[src/hw/bmc_pkg.sv]
// package: bus matrix configuration register map and field layout
package bmc_pkg;
  localparam logic [11:0] BMC_OFS_CONFIG = 12'h000;
  localparam logic [11:0] BMC_OFS_KERNEL_BASE = 12'h010;
  localparam logic [11:0] BMC_OFS_USER_BASE = 12'h020;
  localparam logic [11:0] BMC_OFS_RAM_SIZE = 12'h040;
  localparam logic [11:0] BMC_OFS_DEBUG_STATUS = 12'h080;
  localparam logic [1:0] BMC_SUB_WRITE = 2'h0;
  localparam logic [1:0] BMC_SUB_CLEAR = 2'h1;
  localparam logic [1:0] BMC_SUB_SET = 2'h2;
  localparam logic [1:0] BMC_SUB_INVERT = 2'h3;
  localparam int BMC_BIT_SHARED = 20;
  localparam int BMC_BIT_DEBUG = 19;
  localparam int BMC_BIT_DMA = 18;
  localparam int BMC_BIT_CPU_DATA = 17;
  localparam int BMC_BIT_CPU_INSTR = 16;
  localparam int BMC_BIT_WAIT = 6;
  localparam int BMC_ARB_LSB = 0;
  localparam int BMC_ARB_W = 3;
  localparam logic [31:0] BMC_CONFIG_MASK = 32'h001f_0047;
  localparam logic [31:0] BMC_CONFIG_RESET = 32'h001f_0041;
  localparam logic [31:0] BMC_BASE_MASK = 32'h0000_fc00;
  localparam logic [31:0] BMC_BASE_RESET = 32'h0000_0000;
  localparam logic [31:0] BMC_RAM_SIZE_DEFAULT = 32'h0001_0000;
  localparam logic [1:0] BMC_RESP_OKAY = 2'h0;
  localparam logic [1:0] BMC_RESP_SLVERR = 2'h2;
  typedef enum logic [1:0] {
    BMC_ARB_MODE0 = 2'h0,
    BMC_ARB_MODE1 = 2'h1,
    BMC_ARB_MODE2 = 2'h2,
    BMC_ARB_RSVD = 2'h3
  } bmc_arb_t;
endpackage

[src/hw/bmc_err_gate.sv]
// one initiator's unmapped-access error gate
`timescale 1ns/1ps
module bmc_err_gate (
  input wire logic clk, // system clock
  input wire logic rst_n, // synchronised reset, active low
  input wire logic enable, // error enable bit
  input wire logic suppress, // debug-mode suppression
  input wire logic unmapped, // unmapped access strobe
  output logic bus_error // registered exception pulse
);
  always_ff @(posedge clk or negedge rst_n) begin
    if (!rst_n) begin
      bus_error <= 1'b0;
    end else begin
      bus_error <= unmapped & enable & ~suppress;
    end
  end
endmodule

[src/hw/bmc_top.sv]
// bus matrix configuration block with axi4-lite register slave
`timescale 1ns/1ps
module bmc_top import bmc_pkg::*; #(
  parameter logic [31:0] RAM_SIZE = BMC_RAM_SIZE_DEFAULT
) (
  input wire logic clk, // system clock
  input wire logic rst_b, // async reset, active low
  input wire logic [11:0] s_axi_awaddr, // write address
  input wire logic s_axi_awvalid, // write address valid
  output logic s_axi_awready, // write address ready
  input wire logic [31:0] s_axi_wdata, // write data
  input wire logic [3:0] s_axi_wstrb, // write byte strobes
  input wire logic s_axi_wvalid, // write data valid
  output logic s_axi_wready, // write data ready
  output logic [1:0] s_axi_bresp, // write response
  output logic s_axi_bvalid, // write response valid
  input wire logic s_axi_bready, // write response ready
  input wire logic [11:0] s_axi_araddr, // read address
  input wire logic s_axi_arvalid, // read address valid
  output logic s_axi_arready, // read address ready
  output logic [31:0] s_axi_rdata, // read data
  output logic [1:0] s_axi_rresp, // read response
  output logic s_axi_rvalid, // read data valid
  input wire logic s_axi_rready, // read data ready
  input wire logic cpu_debug_mode, // processor halted in debug
  input wire logic unmapped_shared_bus, // unmapped access, shared bus
  input wire logic unmapped_debug_unit, // unmapped access, debug unit
  input wire logic unmapped_dma, // unmapped access, dma engine
  input wire logic unmapped_cpu_data, // unmapped cpu data access
  input wire logic unmapped_cpu_instr, // unmapped cpu instruction fetch
  output logic bus_error_shared_bus, // exception, shared bus
  output logic bus_error_debug_unit, // exception, debug unit
  output logic bus_error_dma, // exception, dma engine
  output logic bus_error_cpu_data, // exception, cpu data
  output logic bus_error_cpu_instr, // exception, cpu instruction
  output logic ram_wait_state_select, // one ram setup wait state
  output logic [1:0] arbitration_mode, // decoded arbitration mode
  output logic [15:0] ram_kernel_program_base, // kernel program offset
  output logic [15:0] ram_user_data_base, // user data offset
  output logic [31:0] data_ram_size // static ram capacity, bytes
);
  // ram size grain, and the largest ram that 16-bit bases can split
  localparam int RAM_GRAIN_W = 10;
  localparam logic [31:0] RAM_SIZE_MAX = 32'h0001_0000;

  // byte-address fields: register slot and companion sub-address
  localparam int ADDR_MSB = 11;
  localparam int SLOT_LSB = 4;
  localparam int SUB_LSB = 2;
  localparam int SUB_W = 2;
  localparam int BASE_W = 16;

  // arbitration field codes that select a defined mode
  localparam logic [BMC_ARB_W-1:0] ARB_CODE_MODE0 = 3'h0;
  localparam logic [BMC_ARB_W-1:0] ARB_CODE_MODE1 = 3'h1;
  localparam logic [BMC_ARB_W-1:0] ARB_CODE_MODE2 = 3'h2;

  // refuse ram sizes that the partition bases cannot serve
  if (RAM_SIZE == 32'h0000_0000) begin : g_size_zero
    $error("ram size must be non-zero");
  end
  if (RAM_SIZE[RAM_GRAIN_W-1:0] != {RAM_GRAIN_W{1'b0}}) begin : g_size_grain
    $error("ram size must be a multiple of 1 KB");
  end
  if (RAM_SIZE > RAM_SIZE_MAX) begin : g_size_max
    $error("ram size above what 16-bit bases can reach");
  end

  // reset release through two flops
  logic rst_s1_q;
  logic rst_n;
  always_ff @(posedge clk or negedge rst_b) begin
    if (!rst_b) begin
      rst_s1_q <= 1'b0;
      rst_n <= 1'b0;
    end else begin
      rst_s1_q <= 1'b1;
      rst_n <= rst_s1_q;
    end
  end

  logic [31:0] config_q;
  logic [31:0] kbase_q;
  logic [31:0] ubase_q;

  // write channel capture
  // address and data may come in either order; each waits for the other
  logic aw_held_q;
  logic w_held_q;
  logic [11:0] awaddr_q;
  logic [31:0] wdata_q;
  logic [3:0] wstrb_q;
  logic do_write;
  assign s_axi_awready = ~aw_held_q & ~s_axi_bvalid;
  assign s_axi_wready = ~w_held_q & ~s_axi_bvalid;
  assign do_write = aw_held_q & w_held_q & ~s_axi_bvalid;

  always_ff @(posedge clk or negedge rst_n) begin
    if (!rst_n) begin
      aw_held_q <= 1'b0;
      awaddr_q <= 12'h000;
    end else if (s_axi_awvalid && s_axi_awready) begin
      aw_held_q <= 1'b1;
      awaddr_q <= s_axi_awaddr;
    end else if (do_write) begin
      aw_held_q <= 1'b0;
    end
  end

  always_ff @(posedge clk or negedge rst_n) begin
    if (!rst_n) begin
      w_held_q <= 1'b0;
      wdata_q <= 32'h0000_0000;
      wstrb_q <= 4'h0;
    end else if (s_axi_wvalid && s_axi_wready) begin
      w_held_q <= 1'b1;
      wdata_q <= s_axi_wdata;
      wstrb_q <= s_axi_wstrb;
    end else if (do_write) begin
      w_held_q <= 1'b0;
    end
  end

  // byte-lane expansion of the write strobes
  logic [31:0] wmask;
  always_comb begin
    for (int i = 0; i < 4; i++) begin
      wmask[i*8 +: 8] = {8{wstrb_q[i]}};
    end
  end

  // register decode: base offset plus companion sub-address
  logic [11:0] wbase;
  logic [1:0] wsub;
  logic wr_hit_cfg;
  logic wr_hit_kb;
  logic wr_hit_ub;
  logic wr_ro;
  assign wbase = {awaddr_q[ADDR_MSB:SLOT_LSB], {SLOT_LSB{1'b0}}};
  assign wsub = awaddr_q[SUB_LSB +: SUB_W];
  assign wr_hit_cfg = do_write && wbase == BMC_OFS_CONFIG;
  assign wr_hit_kb = do_write && wbase == BMC_OFS_KERNEL_BASE;
  assign wr_hit_ub = do_write && wbase == BMC_OFS_USER_BASE;
  // read-only slots take writes and ignore them
  assign wr_ro = awaddr_q == BMC_OFS_RAM_SIZE ||
                 awaddr_q == BMC_OFS_DEBUG_STATUS;

  // plain, clear, set or invert update, fixed bits untouched
  function automatic logic [31:0] upd(input logic [31:0] cur,
                                      input logic [1:0] sub,
                                      input logic [31:0] data,
                                      input logic [31:0] lanes,
                                      input logic [31:0] impl);
    logic [31:0] m;
    logic [31:0] nxt;
    m = lanes & impl;
    case (sub)
      BMC_SUB_WRITE: nxt = (cur & ~m) | (data & m);
      BMC_SUB_CLEAR: nxt = cur & ~(data & m);
      BMC_SUB_SET: nxt = cur | (data & m);
      BMC_SUB_INVERT: nxt = cur ^ (data & m);
      default: nxt = cur;
    endcase
    return nxt & impl;
  endfunction

  always_ff @(posedge clk or negedge rst_n) begin
    if (!rst_n) begin
      config_q <= BMC_CONFIG_RESET;
    end else if (wr_hit_cfg) begin
      config_q <= upd(config_q, wsub, wdata_q, wmask,
                      BMC_CONFIG_MASK);
    end
  end

  always_ff @(posedge clk or negedge rst_n) begin
    if (!rst_n) begin
      kbase_q <= BMC_BASE_RESET;
    end else if (wr_hit_kb) begin
      kbase_q <= upd(kbase_q, wsub, wdata_q, wmask,
                     BMC_BASE_MASK);
    end
  end

  always_ff @(posedge clk or negedge rst_n) begin
    if (!rst_n) begin
      ubase_q <= BMC_BASE_RESET;
    end else if (wr_hit_ub) begin
      ubase_q <= upd(ubase_q, wsub, wdata_q, wmask,
                     BMC_BASE_MASK);
    end
  end

  // write response
  always_ff @(posedge clk or negedge rst_n) begin
    if (!rst_n) begin
      s_axi_bvalid <= 1'b0;
    end else if (do_write) begin
      s_axi_bvalid <= 1'b1;
    end else if (s_axi_bready) begin
      s_axi_bvalid <= 1'b0;
    end
  end

  // unmapped slots answer an error and leave every register alone
  always_ff @(posedge clk or negedge rst_n) begin
    if (!rst_n) begin
      s_axi_bresp <= BMC_RESP_OKAY;
    end else if (do_write) begin
      s_axi_bresp <= (wr_hit_cfg || wr_hit_kb || wr_hit_ub || wr_ro) ?
                     BMC_RESP_OKAY : BMC_RESP_SLVERR;
    end
  end

  // read channel; companions read back the register itself
  logic [11:0] rbase;
  logic [31:0] rd_val;
  logic rd_ok;
  assign s_axi_arready = ~s_axi_rvalid;
  assign rbase = {s_axi_araddr[ADDR_MSB:SLOT_LSB], {SLOT_LSB{1'b0}}};
  always_comb begin
    rd_val = 32'h0000_0000;
    rd_ok = 1'b1;
    if (rbase == BMC_OFS_CONFIG) begin
      rd_val = config_q;
    end else if (rbase == BMC_OFS_KERNEL_BASE) begin
      rd_val = kbase_q;
    end else if (rbase == BMC_OFS_USER_BASE) begin
      rd_val = ubase_q;
    end else if (s_axi_araddr == BMC_OFS_RAM_SIZE) begin
      rd_val = RAM_SIZE;
    end else if (s_axi_araddr == BMC_OFS_DEBUG_STATUS) begin
      rd_val = {31'h0, cpu_debug_mode};
    end else begin
      rd_ok = 1'b0;
    end
  end

  always_ff @(posedge clk or negedge rst_n) begin
    if (!rst_n) begin
      s_axi_rvalid <= 1'b0;
    end else if (s_axi_arvalid && s_axi_arready) begin
      s_axi_rvalid <= 1'b1;
    end else if (s_axi_rready) begin
      s_axi_rvalid <= 1'b0;
    end
  end

  // read data and response stand with rvalid until rready
  always_ff @(posedge clk or negedge rst_n) begin
    if (!rst_n) begin
      s_axi_rdata <= 32'h0000_0000;
      s_axi_rresp <= BMC_RESP_OKAY;
    end else if (s_axi_arvalid && s_axi_arready) begin
      s_axi_rdata <= rd_val;
      s_axi_rresp <= rd_ok ? BMC_RESP_OKAY : BMC_RESP_SLVERR;
    end
  end

  // configuration outputs
  logic [BMC_ARB_W-1:0] arb_code;
  assign arb_code = config_q[BMC_ARB_LSB +: BMC_ARB_W];
  always_ff @(posedge clk or negedge rst_n) begin
    if (!rst_n) begin
      arbitration_mode <= BMC_ARB_MODE1;
    end else begin
      case (arb_code)
        ARB_CODE_MODE0: arbitration_mode <= BMC_ARB_MODE0;
        ARB_CODE_MODE1: arbitration_mode <= BMC_ARB_MODE1;
        ARB_CODE_MODE2: arbitration_mode <= BMC_ARB_MODE2;
        // reserved codes read back as written and show as mode 3
        default: arbitration_mode <= BMC_ARB_RSVD;
      endcase
    end
  end

  // registered copies lag their register by one cycle
  always_ff @(posedge clk or negedge rst_n) begin
    if (!rst_n) begin
      ram_wait_state_select <= BMC_CONFIG_RESET[BMC_BIT_WAIT];
    end else begin
      ram_wait_state_select <= config_q[BMC_BIT_WAIT];
    end
  end

  always_ff @(posedge clk or negedge rst_n) begin
    if (!rst_n) begin
      ram_kernel_program_base <= BMC_BASE_RESET[BASE_W-1:0];
    end else begin
      ram_kernel_program_base <= kbase_q[BASE_W-1:0];
    end
  end

  always_ff @(posedge clk or negedge rst_n) begin
    if (!rst_n) begin
      ram_user_data_base <= BMC_BASE_RESET[BASE_W-1:0];
    end else begin
      ram_user_data_base <= ubase_q[BASE_W-1:0];
    end
  end

  always_ff @(posedge clk or negedge rst_n) begin
    if (!rst_n) begin
      data_ram_size <= 32'h0000_0000;
    end else begin
      data_ram_size <= RAM_SIZE;
    end
  end

  // per-initiator error gates
  bmc_err_gate u_gate_shared (
    .clk(clk),
    .rst_n(rst_n),
    .enable(config_q[BMC_BIT_SHARED]),
    .suppress(1'b0),
    .unmapped(unmapped_shared_bus),
    .bus_error(bus_error_shared_bus)
  );
  bmc_err_gate u_gate_debug (
    .clk(clk),
    .rst_n(rst_n),
    .enable(config_q[BMC_BIT_DEBUG]),
    .suppress(1'b0),
    .unmapped(unmapped_debug_unit),
    .bus_error(bus_error_debug_unit)
  );
  bmc_err_gate u_gate_dma (
    .clk(clk),
    .rst_n(rst_n),
    .enable(config_q[BMC_BIT_DMA]),
    .suppress(1'b0),
    .unmapped(unmapped_dma),
    .bus_error(bus_error_dma)
  );
  bmc_err_gate u_gate_cpu_data (
    .clk(clk),
    .rst_n(rst_n),
    .enable(config_q[BMC_BIT_CPU_DATA]),
    .suppress(cpu_debug_mode),
    .unmapped(unmapped_cpu_data),
    .bus_error(bus_error_cpu_data)
  );
  bmc_err_gate u_gate_cpu_instr (
    .clk(clk),
    .rst_n(rst_n),
    .enable(config_q[BMC_BIT_CPU_INSTR]),
    .suppress(cpu_debug_mode),
    .unmapped(unmapped_cpu_instr),
    .bus_error(bus_error_cpu_instr)
  );
endmodule

[config.mk]
export PLATFORM = sky130hd
export DESIGN_NAME = bmc_top
export DESIGN_NICKNAME = d
export VERILOG_FILES = /design/src/hw/bmc_pkg.sv /design/src/hw/bmc_err_gate.sv /design/src/hw/bmc_top.sv
export SDC_FILE = /design/constraint.sdc
export NUM_CORES = 1
export LEC_CHECK = 0
export BUFFER_PORTS_ARGS = -buffer_cell sky130_fd_sc_hd__buf_4
export CAP_MARGIN = 5
export CORE_MARGIN = 2
export CORE_UTILIZATION = 51
export CTS_BUF_LIST = sky130_fd_sc_hd__clkbuf_2
export DETAILED_ROUTE_END_ITERATION = 10
export PLACE_DENSITY = 0.95
export SLEW_MARGIN = 40
export SYNTH_ARGS = -nofsm -noshare
export SYNTH_HDL_FRONTEND = slang
export SYNTH_SLANG_ARGS = --single-unit
export TNS_END_PERCENT = 5
[constraint.sdc]
create_clock -name clk -period 3.4 [get_ports clk]
set_input_delay 0.17 -clock clk [delete_from_list [all_inputs] [get_ports clk]]
set_output_delay 0.17 -clock clk [all_outputs]
set_load 0.01 [all_outputs]
==> results.json, run 1 <==
{
  "outcome": "finished, final reports clean",
  "clk_latency_ns": 0.53,
  "period_needed_ns": 2.212,
  "design_area_um2": 6032,
  "holdWs_ns": 0.03744,
  "area_growth_pct": 24.19,
  "start_util_pct": 52.57,
  "synth-async-reset-ratio_pct": 100.0,
  "drv_slew": 0,
  "syn_avg_cell_area_um2": 10.58,
  "ys.flop_type": "dfrtp_1",
  "dp_hpwl_um": 7726,
  "rows": 35,
  "synthDistinctLibCells": 42,
  "maxCapViolations": 0,
  "wl_per_cell_um": 14.70,
  "num_antenna_cells": 0,
  "final_nets": 697,
  "top_layer_used": "met4",
  "vias": 3643,
  "drive_above_1_share_pct": 27.30,
  "mappedNetlistArea_um2": 4857,
  "first_global_vias": 3412,
  "synth_seq_cells": 95,
  "syn_inst": 459,
  "postCtsSetupBuffers": 0,
  "fp.coreArea_um2": 9240,
  "tritoncts": "yes",
  "max_freq_mhz": 452.1,
  "drtPass1Iterations": 4,
  "root_buffer": "clkbuf_2",
  "critPathSlowestCell": "dlygate4sd3_1",
  "slowest_delay_ns": 0.64,
  "antenna_found_initial": 0,
  "grt.overflow.total": 0,
  "ios": 186,
  "cts.sinks": 95,
  "grt_max_degree": 39,
  "critPathMaxFanout": 7,
  "yosysWarnings": 0,
  "die-width_um": 101.6,
  "worstSetupStartpointType": "register",
  "worstSetupPathType": "reg -> reg",
  "grt_setup_unrepaired": "false",
  "first_iter_violations": 156,
  "synth-seq-area-share_pct": 49.18,
  "fin_util_pct": 65.28,
  "drc": 0,
  "num-fill-cells": 708,
  "postRouteAntennaNets": 0,
  "path_clk_slew_ns": 0.26,
  "worstPathCellList": "nor2b_1 -> nand2_2 -> or4_4 -> dlygate4sd3_1 -> o21ai_1",
  "finalClockSkew_ns": 0.03550,
  "ctsHtreeMaxLevel": 3,
  "grt_pass1_wl_um": 17070,
  "fp.dieH_um": 101.6,
  "synth_edf_count": 0,
  "hold_class": "in -> reg",
  "critPathCaptureType": "register",
  "wl_met3_um": 678,
  "hold_viol_final": 0,
  "dp_slack_ns": 1.495,
  "dieArea_um2": 10320,
  "cp_data_arrival_time_ns": 2.69,
  "wl_met1_um": 4726,
  "viasPerCell": 4.943,
  "worst_pin_slew_ns": 0.8319,
  "grt_use_total_pct": 20.98,
  "cp.required_ns": 3.88,
  "setup_viol": 0,
  "finalWeightedCongestion": 0.7830,
  "slew_headroom_pct": 44.51,
  "cts_made_buffers": 9,
  "min_period_over_period_pct": 65.06,
  "clockBufferDepth": 2,
  "powerDensity_nw_per_um2": 583.2,
  "io_buffers": 97,
  "peakVddDrop_mv": 0.3741,
  "placed_area_um2": 5473,
  "wl_um": 10830,
  "power_leakage_nw": 2.888,
  "wl_met2_um": 5333,
  "fin_tns_setup_ns": 0,
  "setup_ws_ns": 1.188
}
## critical path: cells and delay by family (launching register included)
family	cells	cell delay, ns
DFF	1	0.46
and+or+nand+nor	3	0.87
buffers and inverters	1	0.64
AOI/OAI and AO/OA	1	0.17
## cells in the mapped netlist, types with 7 or more instances
library cell	count	area share [%]
clkbuf_1	9	0.70
buf_4	70	11
dfstp_2	9	4.9
ha_1	21	5.4
dfrtp_1	86	44
o21ai_0	23	2.4
a22o_1	8	1.4
nor2_1	35	2.7
inv_1	10	0.77
a21oi_1	35	3.6
nand2_1	47	3.6
o21ai_1	7	0.72
mux2_2	30	7.0
mux2i_1	8	1.6
## placed cells by master, fill, tap and decap left out, drive strengths merged
cell / netlist / final
a2111oi: 2 / 2
a211o: 1 / 1
a211oi: 2 / 2
a21o: 1 / 1
a21oi: 35 / 35
a22o: 8 / 8
a22oi: 6 / 6
and2: 5 / 5
and3b: 3 / 3
buf: 76 / 101
clkbuf: 9 / 10
clkinv: 0 / 4
clkinvlp: 0 / 2
conb: 2 / 72
dfrtp: 86 / 86
dfstp: 9 / 9
dlygate4sd3: 0 / 47
ha: 21 / 21
inv: 10 / 10
mux2: 30 / 30
mux2i: 8 / 8
nand2: 48 / 48
nand3: 2 / 2
nand3b: 1 / 1
nand4b: 2 / 2
nor2: 35 / 35
nor2b: 6 / 6
nor3: 2 / 2
nor4: 6 / 6
nor4b: 3 / 3
o2111ai: 4 / 4
o211ai: 1 / 1
o21a: 1 / 1
o21ai: 30 / 30
or2: 2 / 2
or4: 2 / 2
## timing repair
action,4_1_cts,5_1_grt
hold buffers,47,0
gates resized for setup,0,0
hold endpoints to repair,47,0
## final timing paths
kind,start,to,slack [ns],cells after the start
setup / recovery,s_axi_rvalid,s_axi_rdata[13],1.19,5
hold / removal,s_axi_arvalid,s_axi_rresp[1],0.04,4
setup reg to reg,s_axi_rvalid,s_axi_rdata[13],1.19,5
hold reg to reg,rst_n,wdata_q[6],0.28,0
max in group asynchronous,rst_n,config_q[17],2.51,1
min in group asynchronous,rst_n,wdata_q[6],0.28,0
## through the flow
stage          instances  total power [mW]
3_5_place_dp         674             3.023
5_1_grt              737             3.779
6_report             737             3.518
3_3_place_gp         672             2.891
4_1_cts              737             3.519
2_1_floorplan        529             2.679
## cell families after synthesis
| kind of cell | count (synthesis) | synth area share (%) |
|---|---|---|
| AO/OA/AOI/OAI | 91 | 11.49 |
| adder cells (fa/ha/maj) | 21 | 5.410 |
| buffers and inverters | 95 | 13.03 |
| flip-flops | 95 | 49.18 |
| multiplexers | 38 | 8.604 |
| other | 2 | 0.1546 |
| AND/OR/NAND/NOR | 117 | 12.13 |
## report_power, final
group          internal, mW  switching, mW  total (mW)  leakage, nW
clock network        0.0953          0.372       0.467       0.0553
registers              1.42          0.320        1.74         1.20
logic                 0.638          0.675        1.31         1.63
total                  2.15           1.37        3.52         2.89
## layout make-up
type,count,area [um^2],share of cell area [%]
sequential,95,2392,39.66
multi-input combinational,339,2100,34.81
timing repair buffer,148,1254,20.78
tap,129,161.4,2.676
clock buffer,10,50.05,0.8297
clock inverter,6,37.54,0.6223
inverter,10,37.54,0.6223
## metal layers
layer,vias up,track usage [%]
li1,1735,-
met1,1740,28.04
met2,151,34.82
met3,17,4.831
met4,0,5.094
met5,-,0
## registers in the layout, indices dropped and copies added, names as in the netlist, 2 cells and up
register,count
ram_kernel_program_base,6
arbitration_mode,2
wstrb_q,3
awaddr_q,12
kbase_q,6
config_q,9
ubase_q,6
ram_user_data_base,6
wdata_q,15
s_axi_rdata,15
Power figures use the tool's default switching activity.
==> run 2, diff against run 1 <==
CORE_UTILIZATION = 46   (was 51)
PLACE_DENSITY = 0.91   (was 0.95)
clock period = 1.98 ns   (was 3.4 ns; I/O delays follow)
==> run 2 against run 1 <==
Wire length grew 4.8%. Clock-buffer cell count shrank 1. Sequential share of layout area shrank 0.90 points. Non-clock buffer count grew 12. Critical path type unchanged. Largest cell class unchanged. Largest power group unchanged.
==> results.json, run 2 (synthesis results as in run 1) <==
{
  "outcome": "finished, final reports clean",
  "drc": 0,
  "grt_pass1_wl_um": 18020,
  "hold_class": "in -> reg",
  "holdWs_ns": 0.04771,
  "worstSetupStartpointType": "register",
  "design_area_um2": 6172,
  "setup_viol": 0,
  "fin_util_pct": 60.06,
  "tritoncts": "yes",
  "max_freq_mhz": 521.2,
  "reg_top3": "s_axi_rdata x15, wdata_q x15, awaddr_q x12",
  "clk_latency_ns": 0.59,
  "finalWeightedCongestion": 0.7883,
  "cp_data_arrival_time_ns": 2.40,
  "pwr-share-clk_pct": 14.8,
  "final_nets": 709,
  "layout_common_cells": "buf_4 (102), dfrtp_1 (85), conb_1 (72), dlygate4sd3_1 (57), nand2_1 (46)",
  "ctsHtreeMaxLevel": 3,
  "use_met1_pct": 25.43,
  "first_iter_violations": 198,
  "wl_per_cell_um": 15.01,
  "grt_use_total_pct": 20.06,
  "slew_headroom_pct": 57.33,
  "drv_slew": 0,
  "antenna_found_initial": 0,
  "die-width_um": 106.8,
  "io_buffers": 97,
  "maxCapViolations": 0,
  "first_global_vias": 3683,
  "critPathMaxFanout": 7,
  "grt_use_met2_pct": 35.08,
  "min_period_over_period_pct": 96.89,
  "grt_setup_unrepaired": "true",
  "finalClockSkew_ns": 0.03996,
  "p_total_mw": 6.192,
  "grt_max_degree": 46,
  "fin_tns_setup_ns": 0,
  "switching_power_mw": 2.437,
  "worstSetupPathType": "reg -> reg",
  "peakVddDrop_mv": 0.5739,
  "clockBufferDepth": 2,
  "seq_power_share_pct": 47.3,
  "rows": 37,
  "fp.dieH_um": 106.8,
  "placed_area_um2": 5484,
  "grt.overflow.total": 0,
  "powerDensity_nw_per_um2": 1003,
  "drtPass1Iterations": 4,
  "postRouteAntennaNets": 0,
  "use_met3_pct": 3.465,
  "hold_viol_final": 0,
  "dieArea_um2": 11400,
  "num_antenna_cells": 0,
  "power_frac_comb_pct": 37.9,
  "critPathCaptureType": "register",
  "drive_above_1_share_pct": 27.42,
  "switching_share_pct": 39.35,
  "intPower_mw": 3.755,
  "ios": 186,
  "cts.sinks": 95,
  "cts_made_buffers": 9,
  "power_leakage_nw": 2.946,
  "vias": 3701,
  "period_needed_ns": 1.918,
  "final_common_cell": "buf_4",
  "start_util_pct": 47.26,
  "area_growth_pct": 27.07,
  "wl_um": 11350,
  "grt.busiest_layer": "met2",
  "path_clk_slew_ns": 0.31,
  "viasPerCell": 4.896,
  "dp_hpwl_um": 7558,
  "root_buffer": "clkbuf_2",
  "cp.required_ns": 2.46,
  "fp.coreArea_um2": 10280,
  "worst_pin_slew_ns": 0.6394
}
==> run 2: layout make-up <==
class                      instances  area, um^2
fill                             835        4105
sequential                        95        2392
multi-input combinational        339        2108
timing repair buffer             160        1356
tap                              136       170.2
clock inverter                     7       62.56
clock buffer                       9       45.04
inverter                          10       37.54
==> run 2: worst paths after layout <==
check	startpoint	endpoint	slack, ns	depth (start not counted)
worst max-delay path	s_axi_rvalid	s_axi_rresp[1]	0.06	5
worst min-delay path	s_axi_araddr[1]	s_axi_rdata[0]	0.05	5
worst max register to register	s_axi_rvalid	s_axi_rresp[1]	0.06	5
worst min register to register	rst_n	kbase_q[15]	0.32	0
max in group asynchronous	rst_n	config_q[0]	1.02	1
min in group asynchronous	rst_n	kbase_q[15]	0.32	0
==> run 2: timing repair <==
action                                  in CTS  in global routing
setup buffers                                0                  0
hold endpoints to repair                    56                  5
gates resized for setup                      0                  3
endpoints found under the setup margin       0                  2
hold buffers                                56                  1
==> run 2: worst max-delay path: stages (launching register included) <==
cell and delay (ns):
dfrtp_1 0.48, nor2b_1 0.21, nand2_2 0.16, a211oi_1 0.30, nor3_1 0.09, dlygate4sd3_1 0.56
==> run 2: power by group through the flow <==
stage	logic (mW)	registers, mW	clock network [mW]
after floorplan	1.76	2.84	0
after global placement	2.07	2.92	0
after detailed placement	2.23	2.97	0
after CTS	2.32	2.93	0.937
after global routing	2.60	3.01	1.02
final	2.35	2.93	0.916
==> run 2: routing by layer <==
layer | wire, um | vias to the layer above | part of all wire, %
li1 | - | 1760 | -
met4 | 142 | 0 | 1.3
met1 | 4769 | 1783 | 42
met3 | 639 | 14 | 5.6
met2 | 5796 | 144 | 51
met5 | 0 | - | 0
==> run 2: metrics by stage <==
step                      std cells  setup slack, ns
final                           756          0.06152
after global routing            756         -0.01377
after CTS                       755          0.06779
after detailed placement        683           0.2415
after global placement          683           0.2974
after floorplan                 529           0.3072
